**src/afd_defs.vh**
```
// Register map, field positions and reset values for the filter, stamp and timestamp control bank
`ifndef AFD_DEFS_VH
`define AFD_DEFS_VH
`define AFD_ADDR_FILTER_CTRL 8'h17
`define AFD_ADDR_STAMP_CTRL 8'h18
`define AFD_ADDR_COUNTER_CTRL 8'h19
`define AFD_ADDR_INT_SUMMARY 8'h1a
`define AFD_ADDR_TS0 8'h40
`define AFD_ADDR_TS1 8'h41
`define AFD_ADDR_TS2 8'h42
`define AFD_ADDR_TS3 8'h43
// Filter control fields
`define AFD_F_CUTOFF 7:5
`define AFD_F_HPREF 4
`define AFD_F_FASTSET 3
`define AFD_F_SLOPE 2
`define AFD_F_ORIENT 0
`define AFD_FILTER_WMASK 8'hfd
`define AFD_FILTER_RST 8'h00
// Stamp control fields
`define AFD_S_X 7
`define AFD_S_Y 6
`define AFD_S_Z 5
`define AFD_S_SENSOR 4
`define AFD_S_XLEXT 3
`define AFD_S_POL 2
`define AFD_S_CONF 1
`define AFD_STAMP_WMASK 8'hfe
`define AFD_STAMP_RST 8'he0
// Counter control fields
`define AFD_C_TSEN 5
`define AFD_COUNTER_WMASK 8'h20
`define AFD_COUNTER_RST 8'h00
// Interrupt summary fields
`define AFD_I_ENDCNT 7
`define AFD_I_ACT 5
`define AFD_I_ORIENT 4
`define AFD_I_DTAP 3
`define AFD_I_STAP 2
`define AFD_I_WAKE 1
`define AFD_I_FFALL 0
// Bandwidth select encodings for the accelerometer path
`define AFD_BW_HALF 4'h0
`define AFD_BW_SLOPE 4'h1
`define AFD_BW_DIV 4'h8
// Trigger modes edge, level, latch, FIFO
`define AFD_TRIG_EDGE 3'h4
`define AFD_TRIG_LEVEL 3'h2
`define AFD_TRIG_LATCH 3'h3
`define AFD_TRIG_FIFO 3'h6
// Overflow warning lead time in microseconds
`define AFD_WARN_US 6400
`define AFD_CLK_MHZ 25
// Sample strobes that fast settling stays active after power-down exit
`define AFD_SETTLE_SAMPLES 2'h2
`endif

```
**src/afd_stamp_sync.v**
```verilog
// Two-stage synchroniser and polarity handling for the external stamp pin
`default_nettype none
module afd_stamp_sync (
    input wire i_ref_clk,
    input wire i_rst,
    input wire i_ce,
    input wire i_pin,
    input wire i_polarity,
    output reg o_active
);
    reg meta_reg;
    reg sync_reg;
    // Two flops before any logic, then polarity applied
    always @(posedge i_ref_clk or posedge i_rst) begin
        if (i_rst) begin
            meta_reg <= 1'b0;
            sync_reg <= 1'b0;
            o_active <= 1'b0;
        end else if (i_ce) begin
            meta_reg <= i_pin;
            sync_reg <= meta_reg;
            o_active <= i_polarity ? sync_reg : ~sync_reg;
        end
    end
endmodule // afd_stamp_sync
`default_nettype wire

```
**src/afd_regs.v**
```verilog
// Accelerometer filter, stamp pin and timestamp control register bank
// Overview of operation
// - SECOND_LOWPASS_STAGE on, low-pass path: cutoff code 000..111 selects rate/4 through rate/800.
// - Slope/high-pass bit routes high-pass path; code 000 is slope at rate/4.
// - Low-pass path with SECOND_LOWPASS_STAGE off gives half-rate bandwidth, cutoff ignored.
// - High-pass reference enable, reset 0, acts only with high-pass path selected.
// - Fast-settle, reset 0, settles by second sample; acts on power-down exit.
// - Orientation source 0 feeds half-rate data, 1 feeds SECOND_LOWPASS_STAGE output.
// - Per-axis stamp enables, reset 1, put pin value in axis LSB.
// - Sensor select 0 stamps gyroscope axes, 1 stamps accelerometer axes.
// - Separate enable, reset 0, extends stamp function to accelerometer.
// - Pin active low when polarity 0, active high when 1.
// - Timestamp enable runs counter; count readable at 40h through 43h.
// - End-count flag warns counter overflows within 6.4 ms.
// - Read-only summary reports activity, orientation, taps, wake-up, free-fall.
// - First stage cuts at rate/2 high-performance up to 833 Hz, else 780 Hz.
// - Trigger bits 100 edge, 010 level, 011 latched, 110 FIFO enable.
// - Stamp data-ready high for data from active pin; latched or pulsed.
`default_nettype none
`include "afd_defs.vh"
module afd_regs #(
    parameter TS_WIDTH = 32,
    parameter WARN_CYCLES = `AFD_WARN_US * `AFD_CLK_MHZ
) (
    input wire i_ref_clk,
    input wire i_rst,
    input wire i_ce,
    input wire i_wr_en,
    input wire i_rd_en,
    input wire [7:0] i_addr,
    input wire [7:0] i_wdata,
    input wire i_stamp_pin,
    input wire [2:0] i_trig_mode,
    input wire i_drdy_pulsed,
    input wire i_sample_strobe,
    input wire i_power_down,
    input wire i_high_perf,
    input wire [15:0] i_gyro_x,
    input wire [15:0] i_gyro_y,
    input wire [15:0] i_gyro_z,
    input wire [15:0] i_accel_x,
    input wire [15:0] i_accel_y,
    input wire [15:0] i_accel_z,
    input wire i_activity_change_flag,
    input wire i_orientation_change_flag,
    input wire i_double_tap_flag,
    input wire i_single_tap_flag,
    input wire i_wakeup_event_flag,
    input wire i_freefall_event_flag,
    output reg [7:0] o_rdata,
    output reg o_rvalid,
    output reg [3:0] o_accel_bw_sel,
    output reg [2:0] o_accel_bw_code,
    output reg o_first_lowpass_stage_half_rate,
    output reg o_highpass_reference_enable,
    output reg o_fast_settle_active,
    output reg o_orientation_second_lowpass_stage,
    output reg o_proper_config_enable,
    output reg [15:0] o_gyro_x,
    output reg [15:0] o_gyro_y,
    output reg [15:0] o_gyro_z,
    output reg [15:0] o_accel_x,
    output reg [15:0] o_accel_y,
    output reg [15:0] o_accel_z,
    output reg o_stamp_data_ready
);
    localparam [TS_WIDTH-1:0] TS_MAX = {TS_WIDTH{1'b1}};
    localparam [TS_WIDTH-1:0] TS_WARN_AT = TS_MAX - WARN_CYCLES[TS_WIDTH-1:0];
    reg [7:0] filter_ctrl_reg;
    reg [7:0] stamp_ctrl_reg;
    reg [7:0] counter_ctrl_reg;
    reg [TS_WIDTH-1:0] ts_count_reg;
    reg [1:0] settle_cnt_reg;
    reg power_down_d_reg;
    reg pd_meta_reg;
    reg pd_sync_reg;
    reg hp_meta_reg;
    reg hp_sync_reg;
    reg pin_active_d_reg;
    reg trig_latch_reg;
    wire pin_active;
    wire second_lowpass_enable;
    wire [2:0] accel_cutoff_code;
    wire slope_highpass_select;
    wire stamp_accel;
    wire stamp_gyro;
    wire den_cond;
    wire [7:0] int_summary;
    reg [7:0] rdata_next;
    reg [3:0] bw_sel_next;
    reg den_next;
    reg [31:0] ts_word;

    afd_stamp_sync u_sync (
        .i_ref_clk(i_ref_clk),
        .i_rst(i_rst),
        .i_ce(i_ce),
        .i_pin(i_stamp_pin),
        .i_polarity(stamp_ctrl_reg[`AFD_S_POL]),
        .o_active(pin_active)
    );

    assign accel_cutoff_code = filter_ctrl_reg[`AFD_F_CUTOFF];
    assign slope_highpass_select = filter_ctrl_reg[`AFD_F_SLOPE];
    // SECOND_LOWPASS_STAGE counts as enabled whenever the orientation bit is set or a nonzero cutoff code is programmed
    assign second_lowpass_enable = filter_ctrl_reg[`AFD_F_ORIENT] | (accel_cutoff_code != 3'h0);
    assign stamp_accel = stamp_ctrl_reg[`AFD_S_SENSOR] | stamp_ctrl_reg[`AFD_S_XLEXT];
    assign stamp_gyro = ~stamp_ctrl_reg[`AFD_S_SENSOR];

    // Trigger mode decides when the pin condition qualifies data
    always @* begin
        case (i_trig_mode)
            `AFD_TRIG_EDGE: den_next = pin_active & ~pin_active_d_reg;
            `AFD_TRIG_LEVEL: den_next = pin_active;
            `AFD_TRIG_LATCH: den_next = trig_latch_reg;
            `AFD_TRIG_FIFO: den_next = pin_active;
            default: den_next = 1'b0;
        endcase
    end
    assign den_cond = den_next;

    // Bandwidth path selection
    always @* begin
        if (slope_highpass_select) begin
            bw_sel_next = (accel_cutoff_code == 3'h0) ? `AFD_BW_SLOPE : `AFD_BW_DIV;
        end else if (second_lowpass_enable) begin
            bw_sel_next = `AFD_BW_DIV;
        end else begin
            bw_sel_next = `AFD_BW_HALF;
        end
    end

    // Summary of embedded-function flags, live from the detectors
    assign int_summary = {(ts_count_reg >= TS_WARN_AT) & counter_ctrl_reg[`AFD_C_TSEN], 1'b0,
        i_activity_change_flag, i_orientation_change_flag, i_double_tap_flag,
        i_single_tap_flag, i_wakeup_event_flag, i_freefall_event_flag};

    // Counter widened to the four readable bytes so a short counter reads zero above its top
    always @* begin
        ts_word = 32'h0000_0000;
        ts_word[TS_WIDTH-1:0] = ts_count_reg;
    end

    // Read decode
    always @* begin
        if (i_addr == `AFD_ADDR_FILTER_CTRL) begin
            rdata_next = filter_ctrl_reg;
        end else if (i_addr == `AFD_ADDR_STAMP_CTRL) begin
            rdata_next = stamp_ctrl_reg;
        end else if (i_addr == `AFD_ADDR_COUNTER_CTRL) begin
            rdata_next = counter_ctrl_reg;
        end else if (i_addr == `AFD_ADDR_INT_SUMMARY) begin
            rdata_next = int_summary;
        end else if (i_addr == `AFD_ADDR_TS0) begin
            rdata_next = ts_word[7:0];
        end else if (i_addr == `AFD_ADDR_TS1) begin
            rdata_next = ts_word[15:8];
        end else if (i_addr == `AFD_ADDR_TS2) begin
            rdata_next = ts_word[23:16];
        end else if (i_addr == `AFD_ADDR_TS3) begin
            rdata_next = ts_word[31:24];
        end else begin
            rdata_next = 8'h00;
        end
    end

    // Register writes; fixed-zero bits are held at zero by the masks
    always @(posedge i_ref_clk or posedge i_rst) begin
        if (i_rst) begin
            filter_ctrl_reg <= `AFD_FILTER_RST;
            stamp_ctrl_reg <= `AFD_STAMP_RST;
            counter_ctrl_reg <= `AFD_COUNTER_RST;
            o_rdata <= 8'h00;
            o_rvalid <= 1'b0;
        end else if (i_ce) begin
            o_rvalid <= i_rd_en;
            if (i_rd_en) begin
                o_rdata <= rdata_next;
            end
            if (i_wr_en) begin
                if (i_addr == `AFD_ADDR_FILTER_CTRL) begin
                    filter_ctrl_reg <= i_wdata & `AFD_FILTER_WMASK;
                end else if (i_addr == `AFD_ADDR_STAMP_CTRL) begin
                    stamp_ctrl_reg <= i_wdata & `AFD_STAMP_WMASK;
                end else if (i_addr == `AFD_ADDR_COUNTER_CTRL) begin
                    counter_ctrl_reg <= i_wdata & `AFD_COUNTER_WMASK;
                end
            end
        end
    end

    // Timestamp counter
    always @(posedge i_ref_clk or posedge i_rst) begin
        if (i_rst) begin
            ts_count_reg <= {TS_WIDTH{1'b0}};
        end else if (i_ce) begin
            if (counter_ctrl_reg[`AFD_C_TSEN]) begin
                ts_count_reg <= ts_count_reg + {{(TS_WIDTH-1){1'b0}}, 1'b1};
            end
        end
    end

    // Power-down and mode inputs synchronised; fast settle on power-down exit
    always @(posedge i_ref_clk or posedge i_rst) begin
        if (i_rst) begin
            pd_meta_reg <= 1'b1;
            pd_sync_reg <= 1'b1;
            power_down_d_reg <= 1'b1;
            hp_meta_reg <= 1'b0;
            hp_sync_reg <= 1'b0;
            settle_cnt_reg <= 2'h0;
            o_fast_settle_active <= 1'b0;
        end else if (i_ce) begin
            pd_meta_reg <= i_power_down;
            pd_sync_reg <= pd_meta_reg;
            power_down_d_reg <= pd_sync_reg;
            hp_meta_reg <= i_high_perf;
            hp_sync_reg <= hp_meta_reg;
            if (power_down_d_reg & ~pd_sync_reg & filter_ctrl_reg[`AFD_F_FASTSET]) begin
                settle_cnt_reg <= `AFD_SETTLE_SAMPLES;
                o_fast_settle_active <= 1'b1;
            end else if (settle_cnt_reg != 2'h0 && i_sample_strobe) begin
                settle_cnt_reg <= settle_cnt_reg - 2'h1;
                o_fast_settle_active <= (settle_cnt_reg != 2'h1);
            end
        end
    end

    // Filter control outputs
    always @(posedge i_ref_clk or posedge i_rst) begin
        if (i_rst) begin
            o_accel_bw_sel <= `AFD_BW_HALF;
            o_accel_bw_code <= 3'h0;
            o_first_lowpass_stage_half_rate <= 1'b0;
            o_highpass_reference_enable <= 1'b0;
            o_orientation_second_lowpass_stage <= 1'b0;
            o_proper_config_enable <= 1'b0;
        end else if (i_ce) begin
            o_accel_bw_sel <= bw_sel_next;
            o_accel_bw_code <= accel_cutoff_code;
            o_first_lowpass_stage_half_rate <= hp_sync_reg;
            o_highpass_reference_enable <= filter_ctrl_reg[`AFD_F_HPREF] & slope_highpass_select;
            o_orientation_second_lowpass_stage <= filter_ctrl_reg[`AFD_F_ORIENT];
            o_proper_config_enable <= stamp_ctrl_reg[`AFD_S_CONF];
        end
    end

    // Stamp the pin condition into axis LSBs and flag qualified data
    always @(posedge i_ref_clk or posedge i_rst) begin
        if (i_rst) begin
            pin_active_d_reg <= 1'b0;
            trig_latch_reg <= 1'b0;
            o_gyro_x <= 16'h0000;
            o_gyro_y <= 16'h0000;
            o_gyro_z <= 16'h0000;
            o_accel_x <= 16'h0000;
            o_accel_y <= 16'h0000;
            o_accel_z <= 16'h0000;
            o_stamp_data_ready <= 1'b0;
        end else if (i_ce) begin
            pin_active_d_reg <= pin_active;
            if (pin_active & ~pin_active_d_reg) begin
                trig_latch_reg <= 1'b1;
            end else if (i_sample_strobe) begin
                trig_latch_reg <= 1'b0;
            end
            if (i_sample_strobe) begin
                o_gyro_x <= {i_gyro_x[15:1], (stamp_gyro & stamp_ctrl_reg[`AFD_S_X]) ? den_cond : i_gyro_x[0]};
                o_gyro_y <= {i_gyro_y[15:1], (stamp_gyro & stamp_ctrl_reg[`AFD_S_Y]) ? den_cond : i_gyro_y[0]};
                o_gyro_z <= {i_gyro_z[15:1], (stamp_gyro & stamp_ctrl_reg[`AFD_S_Z]) ? den_cond : i_gyro_z[0]};
                o_accel_x <= {i_accel_x[15:1], (stamp_accel & stamp_ctrl_reg[`AFD_S_X]) ? den_cond : i_accel_x[0]};
                o_accel_y <= {i_accel_y[15:1], (stamp_accel & stamp_ctrl_reg[`AFD_S_Y]) ? den_cond : i_accel_y[0]};
                o_accel_z <= {i_accel_z[15:1], (stamp_accel & stamp_ctrl_reg[`AFD_S_Z]) ? den_cond : i_accel_z[0]};
                o_stamp_data_ready <= den_cond;
            end else if (i_drdy_pulsed) begin
                o_stamp_data_ready <= 1'b0;
            end
        end
    end
endmodule // afd_regs
`default_nettype wire

```
**config.mk**
```make
export PLATFORM = sky130hd
export DESIGN_NAME = afd_regs
export DESIGN_NICKNAME = d
export VERILOG_FILES = /design/src/afd_stamp_sync.v /design/src/afd_regs.v
export VERILOG_INCLUDE_DIRS = /design/src
export SDC_FILE = /design/constraint.sdc
export NUM_CORES = 1
export LEC_CHECK = 0
export BUFFER_PORTS_ARGS = -buffer_cell sky130_fd_sc_hd__buf_4
export CAP_MARGIN = 5
export CORE_UTILIZATION = 55
export CTS_CLUSTER_DIAMETER = 30
export CTS_CLUSTER_SIZE = 8
export DETAILED_ROUTE_END_ITERATION = 8
export GPL_ROUTABILITY_DRIVEN = 0
export MAX_ROUTING_LAYER = met4
export PLACE_DENSITY = 0.86
export SLEW_MARGIN = 5
export SYNTH_ARGS = -nofsm -noshare
export SYNTH_HDL_FRONTEND = slang
export SYNTH_SLANG_ARGS = --single-unit
```
**constraint.sdc**
```tcl
create_clock -name i_ref_clk -period 8.97 [get_ports i_ref_clk]
set_input_delay 0.4485 -clock i_ref_clk [delete_from_list [all_inputs] [get_ports i_ref_clk]]
set_output_delay 0.4485 -clock i_ref_clk [all_outputs]
set_load 0.005 [all_outputs]
```
==> metrics <==
CTS tree done; FF-to-FF setup slack roughly 7000 ps; vias in the first global route 5784; final cell count without fillers between 900 and 1000; # diodes 0; antenna viol nets, final 0; Startpoint Class register; max reg flops 32; CP Max Fanout 8; CP Class reg2reg; Tightest Pin Transition roughly 1100 ps; Critical Path RT about 9300 ps; cell leakage power 4.82 nW; GR Util All Layers 30.3%; share of flip-flops with an asynchronous set or reset 100%; Netlist cell types 62; drc violations 0; period utilization between 20% and 30%; Internal Power approximately 0.0014 W; Final Net Count ~940; Register-to-Register Path Depth 5; CTS Hold Bufs 0; relative slew slack between 20% and 30%; Post-DP HPWL 14900 um; vias around 5600; largest net degree at the start of global routing 103; drt pass-1 iters 4; clk sinks between 150 and 200; number of flops mapped to enable cells by yosys 0; I/O Buffers 246; setup tns final 0 ps; reg2reg end ts_count_reg[25]; Ports 249; P_sw 0.000471 W; initial antenna violation count 0; Final Slew Violations 0; Initial DRC Count 453; Synth warnings 0; #FFs+latches synth between 150 and 200; clk root buf clkbuf_16; vias per cell 5.60; first-pass GRT wire length 31700 um; Reg power frac 48.5%; reg2reg start counter_ctrl_reg[5]; row count 42; post-placement cell count 964; Final Critical Period 1970 ps; Setup Buffers After CTS 0; status completed; GRT Residual Overflow 0; cts repair resizes 0; Die Ht 120 um; Initial Util approximately 57%; syn_area_per_cell about 14 um2; clock share of power between 30% and 40%; Die ar. ~14000 um2; area grow syn2layout 31.9%; Final setup viols 0; DR WL/cell between 20 and 25 um; final instance area between 10000 and 15000 um2; share of layout cells above drive strength 1 between 50% and 60%; number of H-tree levels 4; Worst setup endpoint ts_count_reg[25]; top cell type by total area after synthesis dfrtp_1; top cell type's share of synthesized area 55.3%; total design power around 0.0019 W; skew final slightly below 9 ps; Detailed Route WL 20200 um; Critical Path Sink Type register; power per cell area ~190 nW/um2; Clock Tree Buf Depth 2; register area share after synthesis 57.4%; Mapped Cells between 500 and 600; Max rail drop VDD 0.101 mV; Final Hold Fails 0; Mapped Area between 7000 and 8000 um2; Inserted Clock Buffers 17; sw frac 24.6%; Max-Cap Viols 0; Comb power frac 17.1%; Clock Latency Late Sink around 430 ps; worst endpoint data arrival time roughly 2300 ps; Crit. Startpoint counter_ctrl_reg[5]; core area about 13000 um2; RSZ-0062 raised after global routing false; final design utilization between 70% and 80%; DIE WIDTH around 120 um; ys flop type dfrtp_1; clk slew on worst S/H paths about 60 ps; maximum achievable frequency between 500 and 600 MHz; Hold Crit Class in2async; Post-DP Area between 9000 and 10000 um2; largest cells by area after synthesis dfrtp_1 55%, mux2_2 17%, xnor2_1 3.1%
==> area by class of cell <==
type,instances,area (um2)
clock buffer,26,479
clock inverter,6,38.8
fill,880,3320
inverter,13,53.8
multi-input combinational,352,3040
sequential,175,4390
tap,176,220
timing repair buffer,248,1860
==> per-layer routing <==
layer / vias up / GRT usage [%] / part of all wire, %
met3: 34 / 6.37 / 6.2
met5: - / - / 0
li1: 2504 / - / -
met4: 0 / 11.4 / 2.4
met2: 245 / 51.9 / 54
met1: 2799 / 35.2 / 38
==> cell families (layout without fill, tap and decap cells) <==
logic type	after synthesis	count (layout)	share of synthesized area [%]
AO/OA/AOI/OAI	58	58	4.90
AND/OR/NAND/NOR	124	124	9.84
XOR/XNOR	32	32	3.77
flip-flops	175	175	57.4
buffers and inverters	40	293	2.95
adder cells (fa/ha/maj)	3	3	0.491
other	1	2	0.0491
multiplexers	133	133	20.6
==> critical path, cell delays in order (launching register included) <==
cell and delay (ps):
dfrtp_1 430, nand2_1 150, nor2_1 490, and2_1 460, nand3_1 170, xnor2_1 150
==> layout by cell type (no fill, tap or decap), types with 3 or more instances in the layout <==
cell type | synthesis | routed
buf_4 | 4 | 248
dfrtp_1 | 169 | 169
mux2_2 | 114 | 114
nand2_1 | 32 | 31
xnor2_1 | 27 | 27
nand3_1 | 23 | 23
o21ai_0 | 21 | 21
nor2_1 | 18 | 18
clkbuf_16 | 0 | 17
inv_1 | 13 | 12
a21oi_1 | 9 | 9
nand4_1 | 9 | 9
mux2i_1 | 7 | 7
a22oi_1 | 7 | 7
clkbuf_1 | 5 | 7
nor2b_1 | 6 | 6
dfstp_2 | 6 | 6
a22o_1 | 5 | 5
mux4_2 | 5 | 5
xor2_1 | 4 | 4
nor3_1 | 4 | 4
mux2_4 | 4 | 4
o21ai_1 | 3 | 3
and4_1 | 3 | 3
and3_1 | 3 | 3
and2_1 | 3 | 3
nand2b_1 | 3 | 3
ha_1 | 3 | 3
clkinv_2 | 0 | 3
==> power by group through the flow <==
stage               logic (W)  clock network [W]  registers (W)
floorplan            0.000131                  0       0.000937
global placement     0.000316                  0       0.000934
detailed placement   0.000328                  0       0.000941
CTS                  0.000331           0.000670       0.000927
global route         0.000353           0.000704       0.000937
finish               0.000328           0.000658       0.000928
==> through the flow <==
stage	setup WS, ps	hold WS [ps]
4_1_cts	7030	234
5_1_grt	6830	237
6_report	7000	209
2_1_floorplan	3790	450
3_5_place_dp	6590	480
3_3_place_gp	6700	468
==> how the worst min path moves through the flow <==
stage | startpoint | to | cells after the start | slack [ps]
after floorplan | trig_latch_reg | trig_latch_reg | 2 | 450
after global placement | trig_latch_reg | trig_latch_reg | 2 | 470
after detailed placement | o_accel_x[0] | o_accel_x[0] | 2 | 480
after CTS | i_accel_z[9] | o_accel_z[9] | 2 | 230
after global routing | i_gyro_x[12] | o_gyro_x[12] | 2 | 240
final | i_rst | o_gyro_x[13] | 2 | 210
==> cell usage after synthesis, types with 8 or more instances <==
cell type	number
nand3_1	23
xnor2_1	27
inv_1	13
dfrtp_1	169
mux2_2	114
nor2_1	18
o21ai_0	21
nand2_1	32
a21oi_1	9
buf_2	8
nand4_1	9
Power figures use the tool's default switching activity.
